**config.mk**
```make
export PLATFORM = sky130hd
export DESIGN_NAME = msc_sequencer
export DESIGN_NICKNAME = d
export VERILOG_FILES = /design/src/logic/msc_pkg.sv /design/src/logic/msc_sh_chan.sv /design/src/logic/msc_sequencer.sv
export SDC_FILE = /design/constraint.sdc
export NUM_CORES = 1
export LEC_CHECK = 0
export CORE_MARGIN = 2
export CORE_UTILIZATION = 40
export CTS_CLUSTER_SIZE = 14
export DETAILED_ROUTE_END_ITERATION = 10
export DONT_BUFFER_PORTS = 1
export SLEW_MARGIN = 20
export SYNTH_ARGS = -nofsm -noshare
export SYNTH_HDL_FRONTEND = slang
export SYNTH_SLANG_ARGS = --single-unit
```
**constraint.sdc**
```tcl
create_clock -name mclk -period 4.4 [get_ports mclk]
set_clock_uncertainty 0.2 [all_clocks]
set_input_delay 0.22 -clock mclk [delete_from_list [all_inputs] [get_ports mclk]]
set_output_delay 0.22 -clock mclk [all_outputs]
set_load 0.01 [all_outputs]
```
**src/logic/msc_pkg.sv**
```systemverilog
// shared constants and types for the sample and convert sequencer
package msc_pkg;

	// register byte offsets
	localparam logic [7:0] CTRL_OFS  = 8'h00;
	localparam logic [7:0] MUX_OFS   = 8'h04;
	localparam logic [7:0] SCAN_OFS  = 8'h08;
	localparam logic [7:0] STAT_OFS  = 8'h0C;
	localparam logic [7:0] BUF_OFS   = 8'h40;
	localparam logic [7:0] BUF_LAST  = 8'h7C;

	// reset values and writable bits
	localparam logic [15:0] CTRL_RST   = 16'h0000;
	localparam logic [15:0] CTRL_WMASK = 16'hF37F;
	localparam logic [15:0] MUX_RST    = 16'h0000;
	localparam logic [15:0] SCAN_RST   = 16'h0000;
	localparam logic [3:0]  SCAN_START = 4'hF;

	// bus answers
	localparam logic [1:0] RESP_OKAY   = 2'h0;
	localparam logic [1:0] RESP_SLVERR = 2'h2;

	// negative input codes driven to the hold stages
	localparam logic [1:0] NEG_GND = 2'h0;
	localparam logic [1:0] NEG_AN1 = 2'h1;
	localparam logic [1:0] NEG_ALT = 2'h2;

	// first analog input routed to channel 1 for each shared select value
	localparam logic [3:0] CH13_LOW_BASE  = 4'h0;
	localparam logic [3:0] CH13_HIGH_BASE = 4'h3;

	// channel enable masks per channel count select
	localparam logic [3:0] EN_ONE  = 4'h1;
	localparam logic [3:0] EN_TWO  = 4'h3;
	localparam logic [3:0] EN_FOUR = 4'hF;

	// least sampling time per channel
	localparam int         SAMPLE_TIME_NS = 1000;
	localparam int         CLK_PERIOD_NS  = 40;
	localparam int         SAMPLE_CYC_INT = (SAMPLE_TIME_NS + CLK_PERIOD_NS - 1) / CLK_PERIOD_NS;
	localparam logic [4:0] SAMPLE_CNT     = 5'(SAMPLE_CYC_INT);

	typedef struct packed {
		logic [3:0] samples_per_interrupt;
		logic [1:0] zero_hi;
		logic [1:0] channel_count_select;
		logic       zero_lo;
		logic       input_scan_enable;
		logic       alternate_input_enable;
		logic       buffer_split_select;
		logic       simultaneous_sample_select;
		logic       manual_sample_request;
		logic       auto_sample_enable;
		logic       converter_enable;
	} msc_ctrl_t;

	typedef struct packed {
		logic [1:0] ch1to3_neg_select;
		logic       ch1to3_pos_select;
		logic       ch0_neg_select;
		logic [3:0] ch0_pos_select;
	} msc_mux_t;

	typedef struct packed {
		logic [13:0] zero;
		logic [3:0]  held;
		logic [3:0]  sampling;
		logic        busy;
		logic        upper_half;
		logic [3:0]  sample_count;
		logic [3:0]  write_ptr;
	} msc_stat_t;

	typedef struct packed {
		logic        awvalid;
		logic [7:0]  awaddr;
		logic        wvalid;
		logic [31:0] wdata;
		logic [3:0]  wstrb;
		logic        bready;
		logic        arvalid;
		logic [7:0]  araddr;
		logic        rready;
	} msc_axi_req_t;

	typedef struct packed {
		logic        awready;
		logic        wready;
		logic        bvalid;
		logic [1:0]  bresp;
		logic        arready;
		logic        rvalid;
		logic [31:0] rdata;
		logic [1:0]  rresp;
	} msc_axi_rsp_t;

	typedef enum logic [1:0] {SEQ_IDLE, SEQ_WAIT, SEQ_CONV} msc_state_t;
	typedef enum logic [2:0] {REG_CTRL, REG_MUX, REG_SCAN, REG_STAT, REG_BUF, REG_NONE} msc_reg_t;

endpackage : msc_pkg

```
**src/logic/msc_sh_chan.sv**
```systemverilog
// one sample-and-hold channel: sampling timer, hold flag and input set
`timescale 1ns/1ns
`default_nettype none
module msc_sh_chan (
	input  wire logic mclk,
	input  wire logic reset,
	input  wire logic abort,
	input  wire logic start,
	input  wire logic hold,
	input  wire logic done,
	input  wire logic flip,
	input  wire logic to_a,
	output var  logic sampling,
	output wire logic ready,
	output var  logic held,
	output var  logic set_b
);
	import msc_pkg::*;

	logic [4:0] cnt;

	assign ready = sampling && (cnt == SAMPLE_CNT);

	always_ff @(posedge mclk) begin
		if (reset || abort) begin
			sampling <= 1'b0;
			held     <= 1'b0;
			cnt      <= 5'h00;
		end else if (start) begin
			sampling <= 1'b1;
			cnt      <= 5'h00;
		end else if (hold) begin
			sampling <= 1'b0;
			held     <= 1'b1;
		end else if (done) begin
			held <= 1'b0;
		end else if (sampling && !ready) begin
			cnt <= cnt + 5'h01;
		end
	end

	always_ff @(posedge mclk) begin
		if (reset || abort || to_a)
			set_b <= 1'b0;
		else if (flip)
			set_b <= ~set_b;
	end
endmodule : msc_sh_chan
`default_nettype wire

```
**src/logic/msc_sequencer.sv**
```systemverilog
// sample and convert sequencer for four hold channels with register bus
//
// Function
// - sequential mode starts each channel sampling early, converts channels in turn
// - with auto sampling and simultaneous select low, a channel resamples once its own conversion ends
// - without auto sampling, sampling starts only on the manual request bit
// - one channel may sample while another converts
// - interrupt after samples-per-interrupt plus one conversions; 1111 gives sixteen
// - channel count field with upper bit set enables all four channels
// - simultaneous select low samples the channels one after another
// - buffer split low uses one sixteen-word result buffer
// - alternate input on swaps input sets A and B on successive passes
// - channel 0 positive input equals the four-bit select value
// - channel 0 negative select high connects analog input 1
// - shared positive select low routes inputs 0,1,2 to channels 1,2,3
// - shared positive select high routes inputs 3,4,5 to channels 1,2,3
// - shared negative field 0x ties channels 1 to 3 to analog ground
// - scan disabled ignores the scan mask for channel 0 input
// - with buffer split low each result goes to the next word 0 up to samples-per-interrupt, then interrupt, repeat
// - a channel finishes its sampling time before its conversion starts
// - simultaneous select high samples all channels together, converts in turn
`timescale 1ns/1ns
`default_nettype none
module msc_sequencer (
	input  wire logic                  mclk,
	input  wire logic                  reset,
	input  wire msc_pkg::msc_axi_req_t axi_req,
	output wire msc_pkg::msc_axi_rsp_t axi_rsp,
	input  wire logic                  conv_done,
	input  wire logic [9:0]            conv_result,
	output var  logic                  conv_start,
	output var  logic [1:0]            conv_channel,
	output wire logic [3:0]            sh_sample,
	output var  logic [3:0]            sh_pos_input [4],
	output var  logic [1:0]            sh_neg_input [4],
	output var  logic                  samples_done
);
	import msc_pkg::*;

	msc_ctrl_t  ctrl;
	msc_mux_t   input_select_set_a;
	msc_mux_t   input_select_set_b;
	logic [15:0] scan_input_mask;
	msc_state_t state;
	logic [1:0] cur;
	logic [1:0] last_ch;
	logic [3:0] wr_ptr;
	logic [3:0] smp_cnt;
	logic       upper_half;
	logic [9:0] result_buf [16];
	logic [3:0] scan_ptr;
	logic [3:0] scan_pick;
	logic [3:0] en_mask;
	logic [3:0] start;
	logic [3:0] hold;
	logic [3:0] done_ch;
	logic [3:0] sampling;
	logic [3:0] ready;
	logic [3:0] held;
	logic [3:0] set_b;
	logic       trig;
	logic       go;
	logic       conv_go;
	logic       done_evt;
	logic       last_evt;
	msc_stat_t  stat;

	// bus side flops
	logic        awready_q;
	logic        wready_q;
	logic        aw_have;
	logic        w_have;
	logic [7:0]  awaddr_q;
	logic [31:0] wdata_q;
	logic [3:0]  wstrb_q;
	logic        bvalid_q;
	logic [1:0]  bresp_q;
	logic        arready_q;
	logic        rvalid_q;
	logic [31:0] rdata_q;
	logic [1:0]  rresp_q;
	logic [31:0] rd_data;
	logic        rd_ok;
	logic        do_write;
	msc_reg_t    wr_reg;
	msc_reg_t    rd_reg;

	function automatic msc_reg_t decode(input logic [7:0] a);
		if (a == CTRL_OFS)
			return REG_CTRL;
		else if (a == MUX_OFS)
			return REG_MUX;
		else if (a == SCAN_OFS)
			return REG_SCAN;
		else if (a == STAT_OFS)
			return REG_STAT;
		else if (a >= BUF_OFS && a <= BUF_LAST && a[1:0] == 2'h0)
			return REG_BUF;
		else
			return REG_NONE;
	endfunction : decode

	function automatic logic [15:0] apply_strb(input logic [15:0] old, input logic [31:0] d,
		input logic [3:0] s);
		return {s[1] ? d[15:8] : old[15:8], s[0] ? d[7:0] : old[7:0]};
	endfunction : apply_strb

	function automatic logic [3:0] next_scan(input logic [15:0] m, input logic [3:0] p);
		logic [3:0] res;
		logic       found;
		logic [3:0] idx;
		res   = p;
		found = 1'b0;
		for (int i = 1; i <= 16; i++) begin
			idx = 4'(p + 4'(i));
			if (m[idx] && !found) begin
				res   = idx;
				found = 1'b1;
			end
		end
		return res;
	endfunction : next_scan

	function automatic logic [3:0] pos_of(input int k, input msc_mux_t m, input logic scan_on,
		input logic [3:0] pick);
		if (k == 0)
			return scan_on ? pick : m.ch0_pos_select;
		else
			return (m.ch1to3_pos_select ? CH13_HIGH_BASE : CH13_LOW_BASE) + 4'(k - 1);
	endfunction : pos_of

	function automatic logic [1:0] neg_of(input int k, input msc_mux_t m);
		if (k == 0)
			return m.ch0_neg_select ? NEG_AN1 : NEG_GND;
		else
			return m.ch1to3_neg_select[1] ? NEG_ALT : NEG_GND;
	endfunction : neg_of

	// write channel
	assign wr_reg   = decode(awaddr_q);
	assign do_write = aw_have && w_have && !bvalid_q;

	always_ff @(posedge mclk) begin
		if (reset) begin
			awready_q <= 1'b1;
			aw_have   <= 1'b0;
			awaddr_q  <= 8'h00;
		end else if (axi_req.awvalid && awready_q) begin
			awready_q <= 1'b0;
			aw_have   <= 1'b1;
			awaddr_q  <= axi_req.awaddr;
		end else if (bvalid_q && axi_req.bready) begin
			awready_q <= 1'b1;
			aw_have   <= 1'b0;
		end
	end

	always_ff @(posedge mclk) begin
		if (reset) begin
			wready_q <= 1'b1;
			w_have   <= 1'b0;
			wdata_q  <= 32'h0000_0000;
			wstrb_q  <= 4'h0;
		end else if (axi_req.wvalid && wready_q) begin
			wready_q <= 1'b0;
			w_have   <= 1'b1;
			wdata_q  <= axi_req.wdata;
			wstrb_q  <= axi_req.wstrb;
		end else if (bvalid_q && axi_req.bready) begin
			wready_q <= 1'b1;
			w_have   <= 1'b0;
		end
	end

	always_ff @(posedge mclk) begin
		if (reset) begin
			bvalid_q <= 1'b0;
			bresp_q  <= RESP_OKAY;
		end else if (do_write) begin
			bvalid_q <= 1'b1;
			bresp_q  <= (wr_reg == REG_NONE) ? RESP_SLVERR : RESP_OKAY;
		end else if (axi_req.bready) begin
			bvalid_q <= 1'b0;
		end
	end

	// read channel
	assign rd_reg = decode(axi_req.araddr);

	always_comb begin
		rd_data = 32'h0000_0000;
		rd_ok   = 1'b1;
		case (rd_reg)
			REG_CTRL: rd_data = {16'h0000, ctrl};
			REG_MUX:  rd_data = {16'h0000, input_select_set_b, input_select_set_a};
			REG_SCAN: rd_data = {16'h0000, scan_input_mask};
			REG_STAT: rd_data = stat;
			REG_BUF:  rd_data = {22'h000000, result_buf[axi_req.araddr[5:2]]};
			default:  rd_ok = 1'b0;
		endcase
	end

	always_ff @(posedge mclk) begin
		if (reset) begin
			arready_q <= 1'b1;
			rvalid_q  <= 1'b0;
			rdata_q   <= 32'h0000_0000;
			rresp_q   <= RESP_OKAY;
		end else if (axi_req.arvalid && arready_q) begin
			arready_q <= 1'b0;
			rvalid_q  <= 1'b1;
			rdata_q   <= rd_data;
			rresp_q   <= rd_ok ? RESP_OKAY : RESP_SLVERR;
		end else if (rvalid_q && axi_req.rready) begin
			arready_q <= 1'b1;
			rvalid_q  <= 1'b0;
		end
	end

	assign axi_rsp = '{awready: awready_q, wready: wready_q, bvalid: bvalid_q, bresp: bresp_q,
		arready: arready_q, rvalid: rvalid_q, rdata: rdata_q, rresp: rresp_q};

	assign stat = '{zero: 14'h0000, held: held, sampling: sampling, busy: state != SEQ_IDLE,
		upper_half: upper_half, sample_count: smp_cnt, write_ptr: wr_ptr};

	// software registers; hardware clear of the request loses to a write of one
	always_ff @(posedge mclk) begin
		if (reset) begin
			ctrl <= msc_ctrl_t'(CTRL_RST);
		end else begin
			if (|start && !ctrl.auto_sample_enable)
				ctrl.manual_sample_request <= 1'b0;
			if (do_write && wr_reg == REG_CTRL)
				ctrl <= msc_ctrl_t'(apply_strb(ctrl, wdata_q, wstrb_q) & CTRL_WMASK);
		end
	end

	always_ff @(posedge mclk) begin
		if (reset) begin
			{input_select_set_b, input_select_set_a} <= MUX_RST;
			scan_input_mask                         <= SCAN_RST;
		end else if (do_write && wr_reg == REG_MUX) begin
			{input_select_set_b, input_select_set_a} <=
				apply_strb({input_select_set_b, input_select_set_a}, wdata_q, wstrb_q);
		end else if (do_write && wr_reg == REG_SCAN) begin
			scan_input_mask <= apply_strb(scan_input_mask, wdata_q, wstrb_q);
		end
	end

	// channel enables
	always_comb begin
		case (ctrl.channel_count_select)
			2'b00: begin
				en_mask = EN_ONE;
				last_ch = 2'h0;
			end
			2'b01: begin
				en_mask = EN_TWO;
				last_ch = 2'h1;
			end
			default: begin
				en_mask = EN_FOUR;
				last_ch = 2'h3;
			end
		endcase
	end

	// sampling starts and holds
	always_comb begin
		trig = ctrl.converter_enable && (ctrl.auto_sample_enable || ctrl.manual_sample_request);
		if (ctrl.simultaneous_sample_select)
			start = (trig && ((~sampling & ~held & en_mask) == en_mask)) ? en_mask : 4'h0;
		else
			start = trig ? (~sampling & ~held & en_mask) : 4'h0;
		if (ctrl.simultaneous_sample_select)
			go = ((ready & en_mask) == en_mask);
		else
			go = ready[cur];
		hold = 4'h0;
		if (state == SEQ_WAIT && go && !held[cur])
			hold = ctrl.simultaneous_sample_select ? en_mask : (4'h1 << cur);
		conv_go  = state == SEQ_WAIT && (held[cur] || go);
		done_evt = state == SEQ_CONV && conv_done;
		done_ch  = done_evt ? (4'h1 << cur) : 4'h0;
		last_evt = done_evt && smp_cnt == ctrl.samples_per_interrupt;
	end

	assign scan_pick = next_scan(scan_input_mask, scan_ptr);
	assign sh_sample = sampling;

	for (genvar k = 0; k < 4; k++) begin : g_chan
		msc_sh_chan u_chan (
			.mclk     (mclk),
			.reset    (reset),
			.abort    (!ctrl.converter_enable),
			.start    (start[k]),
			.hold     (hold[k]),
			.done     (done_ch[k]),
			.flip     (done_ch[k] && ctrl.alternate_input_enable),
			.to_a     (last_evt),
			.sampling (sampling[k]),
			.ready    (ready[k]),
			.held     (held[k]),
			.set_b    (set_b[k])
		);

		always_ff @(posedge mclk) begin
			if (reset) begin
				sh_pos_input[k] <= 4'h0;
				sh_neg_input[k] <= NEG_GND;
			end else if (start[k]) begin
				sh_pos_input[k] <= pos_of(k, set_b[k] ? input_select_set_b : input_select_set_a,
					ctrl.input_scan_enable, scan_pick);
				sh_neg_input[k] <= neg_of(k, set_b[k] ? input_select_set_b : input_select_set_a);
			end
		end
	end

	always_ff @(posedge mclk) begin
		if (reset)
			scan_ptr <= SCAN_START;
		else if (start[0] && ctrl.input_scan_enable)
			scan_ptr <= scan_pick;
	end

	// conversion order
	always_ff @(posedge mclk) begin
		conv_start <= 1'b0;
		if (reset || !ctrl.converter_enable) begin
			state        <= SEQ_IDLE;
			cur          <= 2'h0;
			conv_channel <= 2'h0;
		end else begin
			case (state)
				SEQ_IDLE: begin
					state <= SEQ_WAIT;
					cur   <= 2'h0;
				end
				SEQ_WAIT: begin
					if (conv_go) begin
						conv_start   <= 1'b1;
						conv_channel <= cur;
						state        <= SEQ_CONV;
					end
				end
				default: begin
					if (conv_done) begin
						cur   <= (cur == last_ch) ? 2'h0 : cur + 2'h1;
						state <= SEQ_WAIT;
					end
				end
			endcase
		end
	end

	// result placement and interrupt count
	always_ff @(posedge mclk) begin
		samples_done <= 1'b0;
		if (reset || !ctrl.converter_enable) begin
			wr_ptr     <= 4'h0;
			smp_cnt    <= 4'h0;
			upper_half <= 1'b0;
		end else if (last_evt) begin
			samples_done <= 1'b1;
			smp_cnt      <= 4'h0;
			if (ctrl.buffer_split_select) begin
				upper_half <= !upper_half;
				wr_ptr     <= {!upper_half, 3'h0};
			end else begin
				upper_half <= 1'b0;
				wr_ptr     <= 4'h0;
			end
		end else if (done_evt) begin
			smp_cnt <= smp_cnt + 4'h1;
			if (ctrl.buffer_split_select)
				wr_ptr <= {upper_half, wr_ptr[2:0] + 3'h1};
			else
				wr_ptr <= wr_ptr + 4'h1;
		end
	end

	always_ff @(posedge mclk) begin
		if (reset) begin
			for (int i = 0; i < 16; i++)
				result_buf[i] <= 10'h000;
		end else if (done_evt) begin
			result_buf[wr_ptr] <= conv_result;
		end
	end
endmodule : msc_sequencer
`default_nettype wire

```
==> results.md, run 1 <==
* Synth Register Bits at 324
* Largest net degree at the start of global routing at 115
* RSZ-0062 raised after global routing: no
* Final period utilization at 0.946
* Worst Hold Class: in -> reg
* DR iter-0 viols at 1130
* Number of max-cap violations at 0
* Grt total ovfl at 0
* Vias/cell at 5.70
* Post-Syn Instances at 1558
* Starting Density at 0.406
* Post-Route WL at 47.7 mm
* Post-route DRC at 0
* Final min period at 4.16 ns
* Post-DP HPWL at 32.7 mm
* Cell Area, Synth at 17100 sq um
* Clock-pin slew on the worst setup and hold paths at 0.06 ns
* Layout Nets at 1718
* Post-synth top flop: dfxtp_1
* Worst-path maximum fanout at 11
* Worst slew margin at 0.347
* CTS Root Cell: clkbuf_16
* Dpl ws at 0.226 ns
* Most common cell in the netlist: dfxtp_1
* Routed len/inst at 21.7 um
* Design Power at 6680 uW
* EDFF count, synth at 160
* Pleak at 0.00706 uW
* Max H-tree Level at 2
* Layout Area Growth over Synthesis at 14.4%
* Max-slew violations at 0
* DRT Pass-1 Iters at 6
* Setup WS post-layout at 0.236 ns
* Post-synthesis sequential area ratio at 0.474
* CTS tree: built
* Run status: completed
* Worst skew pair latency at 0.55 ns
* Crit path cell chain: clkinv_1, ha_1, buf_4, mux4_2, mux4_2, or2_1, or4_4, a21oi_1, a21oi_1, a21oi_1, o2111ai_1
* # setup viols final at 0
* Crit path top cell by count: a21oi_1
* WS Path Type: reg -> reg
* Die X at 211 um
* Global-route wire length before repair at 72.9 mm
* Ys async rst share at 0
* Io pins at 143
* Core box area at 42000 sq um
* Data required time of the critical path at 4.59 ns
* Post-synth top area share at 0.281
* CTS sink count at 324
* Die area at 44400 sq um
* Post-cts gate resize count at 0
* Antenna Violating Nets Remaining at 0
* Power Dens Cells at 342 nW/um^2
* Peak Freq at 240 MHz
* Placer Congestion at 0.900
* Setup Total Neg Slack at 0 ns
* Worst Path Arrival at 4.36 ns
* Synth area leaders: edfxtp_1 28%, dfxtp_1 19%, mux4_2 12%, and2_1 6.0%, mux2i_1 4.4%
* Worst Tran Pin Value at 0.969 ns
* CP max-delay cell: mux4_2
* Share of cells above drive strength 1 at 0.143
* GRT Total Usage at 0.216
* Synth warn at 0
* Avg Inst Size Synth at 11.0 sq um
* Number of library cell types mapped by synthesis at 75
* Rows at 75
* Crit path capture type: flip-flop
* Max Buffers Root-to-Sink at 3
* Via count at 12500
* Slowest stage delay, CP at 0.63 ns
* Die Y at 211 um
* Vias in the first global route at 12200
* PortBufs at 0
* Worst Setup Start Kind: flip-flop
* Most instantiated cells after synthesis: 164 x dfxtp_1, 163 x and2_1, 160 x edfxtp_1
* CTS buffer count at 37
* Cell taking the most area after synthesis: edfxtp_1
* Worst vdd ir at 291 uV
* Fin. Hold Viols at 0
* Initial antenna violation count at 5
-- cell usage in the layout (no fill, tap or decap), types with 6 or more instances in the layout --
cell	Yosys	final
a211oi_1	22	22
a21oi_1	88	88
a22oi_1	17	17
a32oi_1	10	10
and2_1	163	163
buf_4	36	52
clkbuf_1	70	13
clkbuf_16	0	37
conb_1	1	25
dfxtp_1	164	164
dlygate4sd3_1	0	70
edfxtp_1	160	160
ha_1	25	25
inv_1	21	21
mux2_2	18	18
mux2i_1	75	75
mux4_2	94	94
nand2_1	132	132
nand2b_1	10	10
nand3_1	41	41
nand4_1	10	10
nor2_1	148	148
nor2b_1	12	12
nor3_1	27	26
o21ai_0	42	42
o21ai_1	6	6
or2_2	9	9
or3_1	8	8
xnor2_1	16	16
xor2_1	24	24
-- kinds of logic after synthesis --
| kind of cell | count (synthesis) | synth area share |
|---|---|---|
| multiplexers | 187 | 0.180 |
| flip-flops | 324 | 0.474 |
| buffers and inverters | 145 | 0.0415 |
| AND/OR/NAND/NOR | 589 | 0.173 |
| other | 1 | 0.000220 |
| AO/OA/AOI/OAI | 247 | 0.0928 |
| adder cells (fa/ha/maj) | 25 | 0.0183 |
| XOR/XNOR | 40 | 0.0205 |
-- through the flow --
step | cell area, sq um | hold slack [ns] | cells | util
CTS | 19500 | 0.00221 | 2190 | 0.464
detailed placement | 17600 | 0.107 | 2051 | 0.419
finish | 19500 | 0.0296 | 2193 | 0.464
floorplan | 17200 | 0.156 | 1582 | -
global placement | 17600 | 0.103 | 2051 | 0.419
global route | 19500 | 0.0296 | 2192 | 0.464
-- critical path, delay by kind of cell, from the launching register on --
kind	cells	cell delay, ns
muxes	2	1.01
DFF	1	0.34
buffers and inverters	2	0.36
and+or+nand+nor	2	0.92
adders and majority gates	1	0.47
AOI/OAI and AO/OA	4	0.68
-- metal layers --
metal,up-vias,part of all wire,global-route usage
li1,5784,-,-
met1,6206,0.41,0.281
met2,415,0.48,0.354
met3,89,0.082,0.0578
met4,4,0.027,0.0646
met5,-,0.00048,0
-- registers in the layout, summed over array words and instances, names as in the netlist, 8 cells and up --
register            cells
ctrl                   13
result_buf            160
g_chan.u_chan.cnt      20
input_select_set_b      8
wdata_q                16
input_select_set_a      8
rdata_q                18
scan_input_mask        16
awaddr_q                8
sh_pos_input            9
-- cell type report --
cell class | count | area (sq um)
antenna | 2 | 5.00
clock buffer | 53 | 1020
clock inverter | 15 | 155
fill | 3849 | 22500
inverter | 24 | 90.1
multi-input combinational | 1113 | 8380
sequential | 324 | 8090
tap | 539 | 674
timing repair buffer | 123 | 1120
-- power breakdown --
part           internal [uW]  leakage (uW)  switching [uW]  total [uW]
Sequential              3260       0.00285            60.3        3320
Clock                   1740      0.000572            1260        3000
Combinational            167       0.00364             194         361
-- path summary, 6_finish.rpt --
check                           slack [ns]  cells past startpoint   startpoint          end
worst max-delay path                  0.24                     11  scan_ptr[0]  scan_ptr[2]
worst min-delay path                  0.03                      3   axi_req[5]   rdata_q[3]
worst max register to register        0.24                     11  scan_ptr[0]  scan_ptr[2]
worst min register to register        0.29                      2  wdata_q[11]  wdata_q[11]
-- repair_timing --
item | 4_1_cts | 5_1_grt
buffers inserted | 0 | 1
hold endpoints to repair | 338 | 0
hold buffers | 71 | 0
setup endpoints to repair | 0 | 3
(Power assumes the default switching activity.)
==> run 2, diff against run 1 <==
--- a/config.mk
+++ b/config.mk
@@ -10,6 +10,7 @@
 export CTS_CLUSTER_SIZE = 14
 export DETAILED_ROUTE_END_ITERATION = 10
 export DONT_BUFFER_PORTS = 1
+export GPL_TIMING_DRIVEN = 0
 export SLEW_MARGIN = 20
 export SYNTH_ARGS = -nofsm -noshare
 export SYNTH_HDL_FRONTEND = slang
==> run 2 against run 1 <==
Against the previous run:
- cell area up 2.6%
- die area stayed put
- first-iteration DRC count is 12% higher
- via count increased by 2.3%
- worst setup slack worse by 0.14 ns
- critical path depth is 2 higher
- fmax down 3.2%
- global-route usage grew 0.46 points
- non-clock buffer count up 85
- sequential share of layout area decreased by 1.0 points
- register-to-register slack lost 0.14 ns
- cell count rose by 3.6%
- critical path type unchanged
- largest power group unchanged
- highest routed layer is now met4
==> results.md, run 2 (same netlist as run 1, synthesis figures left out) <==
* Number of max-cap violations at 0
* Rows at 75
* Most frequent cells in the layout: 163 x and2_1, 163 x dfxtp_1, 160 x edfxtp_1
* Final period utilization at 0.977
* Crit path capture type: flip-flop
* M2 GR Usage at 0.366
* Max Buffers Root-to-Sink at 3
* DRT Pass-1 Iters at 7
* Worst Hold Class: in -> reg
* Worst vdd ir at 340 uV
* Hold Path Cell Cnt at 2
* Crit path cell chain: buf_6, buf_12, clkinvlp_4, ha_4, buf_8, mux4_2, mux2_2, mux2i_4, nand3_2, or4_4, or3_4, a21o_1, o2111ai_1
* Max-slew violations at 0
* Peak Freq at 233 MHz
* Via count at 12800
* Post-Route WL at 49.2 mm
* Max FFs per register at 160
* Share of cells above drive strength 1 at 0.165
* Power Dens Cells at 328 nW/um^2
* GR Layer Usage met1 at 0.297
* Worst slew margin at 0.123
* Data required time of the critical path at 4.65 ns
* Worst-path maximum fanout at 16
* Hold path start: conv_result[5]
* Die X at 211 um
* Met3 Resource Use GR at 0.0426
* CTS Root Cell: clkbuf_16
* GRT Total Usage at 0.221
* Post-route DRC at 0
* Die area at 44400 sq um
* CP max-delay cell: or4_4
* CP top delay family: simple AND/OR/NAND/NOR gates
* Routed len/inst at 21.6 um
* Layout Area Growth over Synthesis at 17.4%
* Biggest regs: result_buf (160), g_chan.u_chan.cnt (20), rdata_q (18)
* Slowest stage delay, CP at 0.63 ns
* Number of fill cells at 3812
* PortBufs at 0
* NetSw at 1530 uW
* Net switching fraction of the power at 0.234
* CTS tree: built
* Worst r2r path cells at 13
* Reg2reg start: scan_ptr[1]
* Crit path depth at 13
* CTS sink count at 324
* Clock-pin slew on the worst setup and hold paths at 0.06 ns
* Worst Setup Start Kind: flip-flop
* Post-DP HPWL at 36.3 mm
* Final min period at 4.30 ns
* Biggest register: result_buf
* CP startpoint: scan_ptr[1]
* Global-route wire length before repair at 74.7 mm
* Vias/cell at 5.63
* Pleak at 0.00722 uW
* Io pins at 143
* Vias in the first global route at 12300
* Worst hold-check slack at 0.00877 ns
* Worst Tran Pin Value at 1.31 ns
* WP buf/inv at 4
* CTS buffer count at 36
* # setup viols final at 0
* Combinational power share at 0.064
* Initial antenna violation count at 2
* Worst Path Arrival at 4.55 ns
* Setup Total Neg Slack at 0 ns
* Most used routing layer: met2
* Layout Nets at 1802
* Die Y at 211 um
* Largest net degree at the start of global routing at 20
* Grt total ovfl at 0
* WS Path Type: reg -> reg
* Sequential power share at 0.505
* Max H-tree Level at 2
* Worst skew pair latency at 0.54 ns
* Run status: completed
* Placer Congestion at 0.929
* Antenna Violating Nets Remaining at 0
* Core box area at 42000 sq um
* Starting Density at 0.406
* Register-to-register setup slack at 0.10 ns
* Clock power share at 0.431
* DR iter-0 viols at 1271
* Fin. Hold Viols at 0
* Int Power at 5030 uW
run 2: cell types whose count changed in the layout (fill, tap and decap cells not counted), moves of 3 or more:
cell	before	now
buf_6	0	5
mux2i_4	0	5
clkbuf_1	13	70
dlygate4sd3_1	70	59
mux2i_1	75	69
o21ai_1	6	19
buf_4	52	66
clkinv_2	5	10
buf_1	0	6
o21ai_0	42	28
clkinv_1	4	7
nor3_1	26	23
run 2: path summary, 6_finish.rpt:
| kind | end |
|---|---|
| max reg2reg | scan_ptr[2] |
| min | result_buf[8][5] |
| min reg2reg | ctrl[2] |
| max | scan_ptr[2] |
run 2: per-layer routing:
layer / share of wire / wire length [um]
met2: 0.48 / 23700
met3: 0.076 / 3730
met5: 0 / 0
met4: 0.021 / 1020
met1: 0.42 / 20700
run 2: cell type report:
class / instances / area [sq um] / share of cell area
Antenna cell: 2 / 5.00 / 0.000250
Buffer: 118 / 646 / 0.0322
Clock buffer: 41 / 930 / 0.0464
Clock inverter: 22 / 166 / 0.00831
Inverter: 24 / 97.6 / 0.00487
Multi-Input combinational cell: 1113 / 8600 / 0.429
Sequential cell: 324 / 8090 / 0.404
Tap cell: 539 / 674 / 0.0337
Timing Repair Buffer: 90 / 825 / 0.0412
run 2: timing repair:
action | CTS | global route
gates resized for setup | 29 | 23
hold buffers | 59 | 0
endpoints found under the hold margin | 131 | 0
pin swaps | 3 | 3
gates cloned | 0 | 0
setup buffers | 7 | 13
endpoints found under the setup margin | 8 | 8
run 2: power groups by stage:
stage	combinational, uW	sequential (uW)	clock [uW]
after floorplan	255	3360	0
after global placement	355	3380	0
after detailed placement	368	3380	0
after CTS	423	3310	2870
after global routing	454	3320	2990
final	421	3310	2830
run 2: per-stage QoR:
| step | total power [uW] | utilization | area (sq um) | instances | setup WS (ns) |
|---|---|---|---|---|---|
| after CTS | 6610 | 0.471 | 19800 | 2259 | 0.00250 |
| after floorplan | 3610 | - | 17200 | 1582 | 0.0125 |
| final | 6560 | 0.477 | 20000 | 2273 | 0.100 |
| after global placement | 3730 | 0.425 | 17900 | 2121 | -0.890 |
| after detailed placement | 3750 | 0.427 | 18000 | 2132 | -0.807 |
| after global routing | 6760 | 0.477 | 20000 | 2273 | -0.0222 |
==> run 3, diff against run 2 <==
--- a/config.mk
+++ b/config.mk
@@ -6,7 +6,7 @@
 export NUM_CORES = 1
 export LEC_CHECK = 0
 export CORE_MARGIN = 2
-export CORE_UTILIZATION = 40
+export CORE_UTILIZATION = 37
 export CTS_CLUSTER_SIZE = 14
 export DETAILED_ROUTE_END_ITERATION = 10
 export DONT_BUFFER_PORTS = 1
==> run 3 against run 2 <==
Against the previous run:
- wire length is 2.6% higher
- critical path type unchanged
- via count is 0.91% higher
- clock power is 4% higher
- count of clock-buffer cells in the layout is 7 higher
==> results.md, run 3 (same netlist as run 1, synthesis figures left out) <==
* Initial antenna violation count at 8
* CP top delay family: simple AND/OR/NAND/NOR gates
* Worst Setup Start Kind: flip-flop
* WS Path Type: reg -> reg
* Global-route wire length before repair at 76.8 mm
* Worst Tran Pin Value at 1.18 ns
* DR iter-0 viols at 1141
* Final period utilization at 0.980
* Crit path depth at 14
* Max-slew violations at 0
* Antenna Violating Nets Remaining at 0
* Biggest register: result_buf
* Clock power share at 0.440
* Area of the multi-input gates at 8570 sq um
* Die X at 219 um
* Worst-path maximum fanout at 10
* NetSw at 1580 uW
* Slowest stage delay, CP at 0.65 ns
* # setup viols final at 0
* Final min period at 4.31 ns
* Share of cells above drive strength 1 at 0.166
* Worst skew pair latency at 0.56 ns
* Crit path cell chain: buf_8, buf_12, clkinvlp_4, buf_4, ha_1, a21boi_1, xnor2_2, mux4_2, or2_1, or4_4, a31oi_4, a311oi_1, o21ai_0, o2111ai_1
* Fin cells at 2349
* Core box area at 45500 sq um
* CTS sink count at 324
* Rows at 78
* CTS Root Cell: clkbuf_16
* Int Power at 5100 uW
* Post-Route WL at 50.5 mm
* Die Y at 219 um
* Starting Density at 0.375
* Placer Congestion at 0.934
* Max H-tree Level at 2
* Power Dens Cells at 331 nW/um^2
* Biggest regs: result_buf (160), g_chan.u_chan.cnt (20), rdata_q (18)
* Layout Area Growth over Synthesis at 18.4%
* Die area at 47900 sq um
* Via count at 12900
* Dpl ws at -0.846 ns
* Worst r2r path cells at 14
* Post-DP HPWL at 36.8 mm
* CP max-delay cell: mux4_2
* Most frequent cells in the layout: 163 x and2_1, 162 x dfxtp_1, 160 x edfxtp_1
* Layout Nets at 1814
* Setup WS post-layout at 0.0872 ns
* Sequential power share at 0.496
* Max FFs per register at 160
* Io pins at 143
* Area post-placement at 18000 sq um
* Routed len/inst at 21.5 um
* CTS buffer count at 37
* Number of max-cap violations at 0
* Final instance area at 20200 sq um
* Worst Path Arrival at 4.50 ns
* Fin. Hold Viols at 0
* Vias in the first global route at 12800
* Max Buffers Root-to-Sink at 3
* Vias/cell at 5.50
* Crit path capture type: flip-flop
* Largest net degree at the start of global routing at 20
* Data required time of the critical path at 4.58 ns
* Peak Freq at 232 MHz
* Commonest non-fill, non-tap cell in the layout: and2_1
* Design Power at 6690 uW
* Net switching fraction of the power at 0.237
* Clock-pin slew on the worst setup and hold paths at 0.07 ns
* Combinational power share at 0.064
* DRT Pass-1 Iters at 7
* Worst Hold Class: in -> reg
* Seq. cell area at 8090 sq um
* CTS tree: built
* Pleak at 0.00726 uW
* Hold Path Cell Cnt at 2
* Grt total ovfl at 0
* PortBufs at 0
* Number of fill cells at 4316
* WP buf/inv at 4
* DP Cell Count at 2196
* GRT Total Usage at 0.212
* Post-route DRC at 0
* Worst hold-check slack at 0.0315 ns
* Worst vdd ir at 279 uV
* Run status: completed
* Worst slew margin at 0.209
==> run 3: cell count changes in the layout (fill, tap and decap cells not counted), sizes merged <==
cell / previous run / this run
clkinv: 21 / 10
inv: 22 / 26
buf: 80 / 88
clkinvlp: 2 / 4
dlygate4sd3: 59 / 61
diode: 2 / 4
clkbuf: 110 / 118
==> run 3: worst reg2reg max path, stage by stage, from the launching register on <==
cell	delay, ns
dfxtp_4	0.41
buf_8	0.16
buf_12	0.14
clkinvlp_4	0.14
buf_4	0.19
ha_1	0.23
a21boi_1	0.16
xnor2_2	0.29
mux4_2	0.65
or2_1	0.36
or4_4	0.64
a31oi_4	0.21
a311oi_1	0.06
o21ai_0	0.14
o2111ai_1	0.15
==> run 3: timing repair <==
| item | 4_1_cts | 5_1_grt |
|---|---|---|
| buffers inserted | 6 | 19 |
| pin swaps | 2 | 9 |
| resized for setup | 28 | 24 |
| hold endpoints to repair | 174 | 0 |
| hold buffers | 61 | 0 |
| setup endpoints to repair | 8 | 8 |
==> run 3: stage by stage <==
step                setup TNS, ns   util
floorplan                       0      -
global placement            -5.83  0.394
detailed placement          -6.10  0.397
CTS                             0  0.439
global route             -0.00864  0.444
finish                          0  0.444
==> run 3: final cells by class <==
cell class                      count  area share
Buffer                            119      0.0328
Multi-Input combinational cell   1113       0.424
Sequential cell                   324       0.400
Tap cell                          600      0.0371
Clock buffer                       48      0.0488
Antenna cell                        4    0.000495
Inverter                           24     0.00483
Timing Repair Buffer              100      0.0446
Clock inverter                     17     0.00681
==> run 3: worst paths after layout <==
kind,start,slack [ns],to
worst max-delay path,scan_ptr[1],0.09,scan_ptr[3]
worst min register to register,wdata_q[7],0.29,wdata_q[7]
worst min-delay path,conv_result[2],0.03,result_buf[9][2]
worst max register to register,scan_ptr[1],0.09,scan_ptr[3]
==> run 3: layer usage <==
layer	track usage	vias to the layer above	share of wire
li1	-	6003	-
met1	0.279	6292	0.41
met2	0.346	504	0.48
met3	0.0521	101	0.084
met4	0.0644	8	0.029
met5	0	-	0.0011
==> run 3: power by group through the flow <==
stage          Combinational (uW)  Sequential [uW]  Clock (uW)
4_1_cts                       426             3320        3000
3_3_place_gp                  356             3380           0
3_5_place_dp                  369             3380           0
5_1_grt                       457             3320        3130
6_report                      427             3320        2940
2_1_floorplan                 255             3360           0
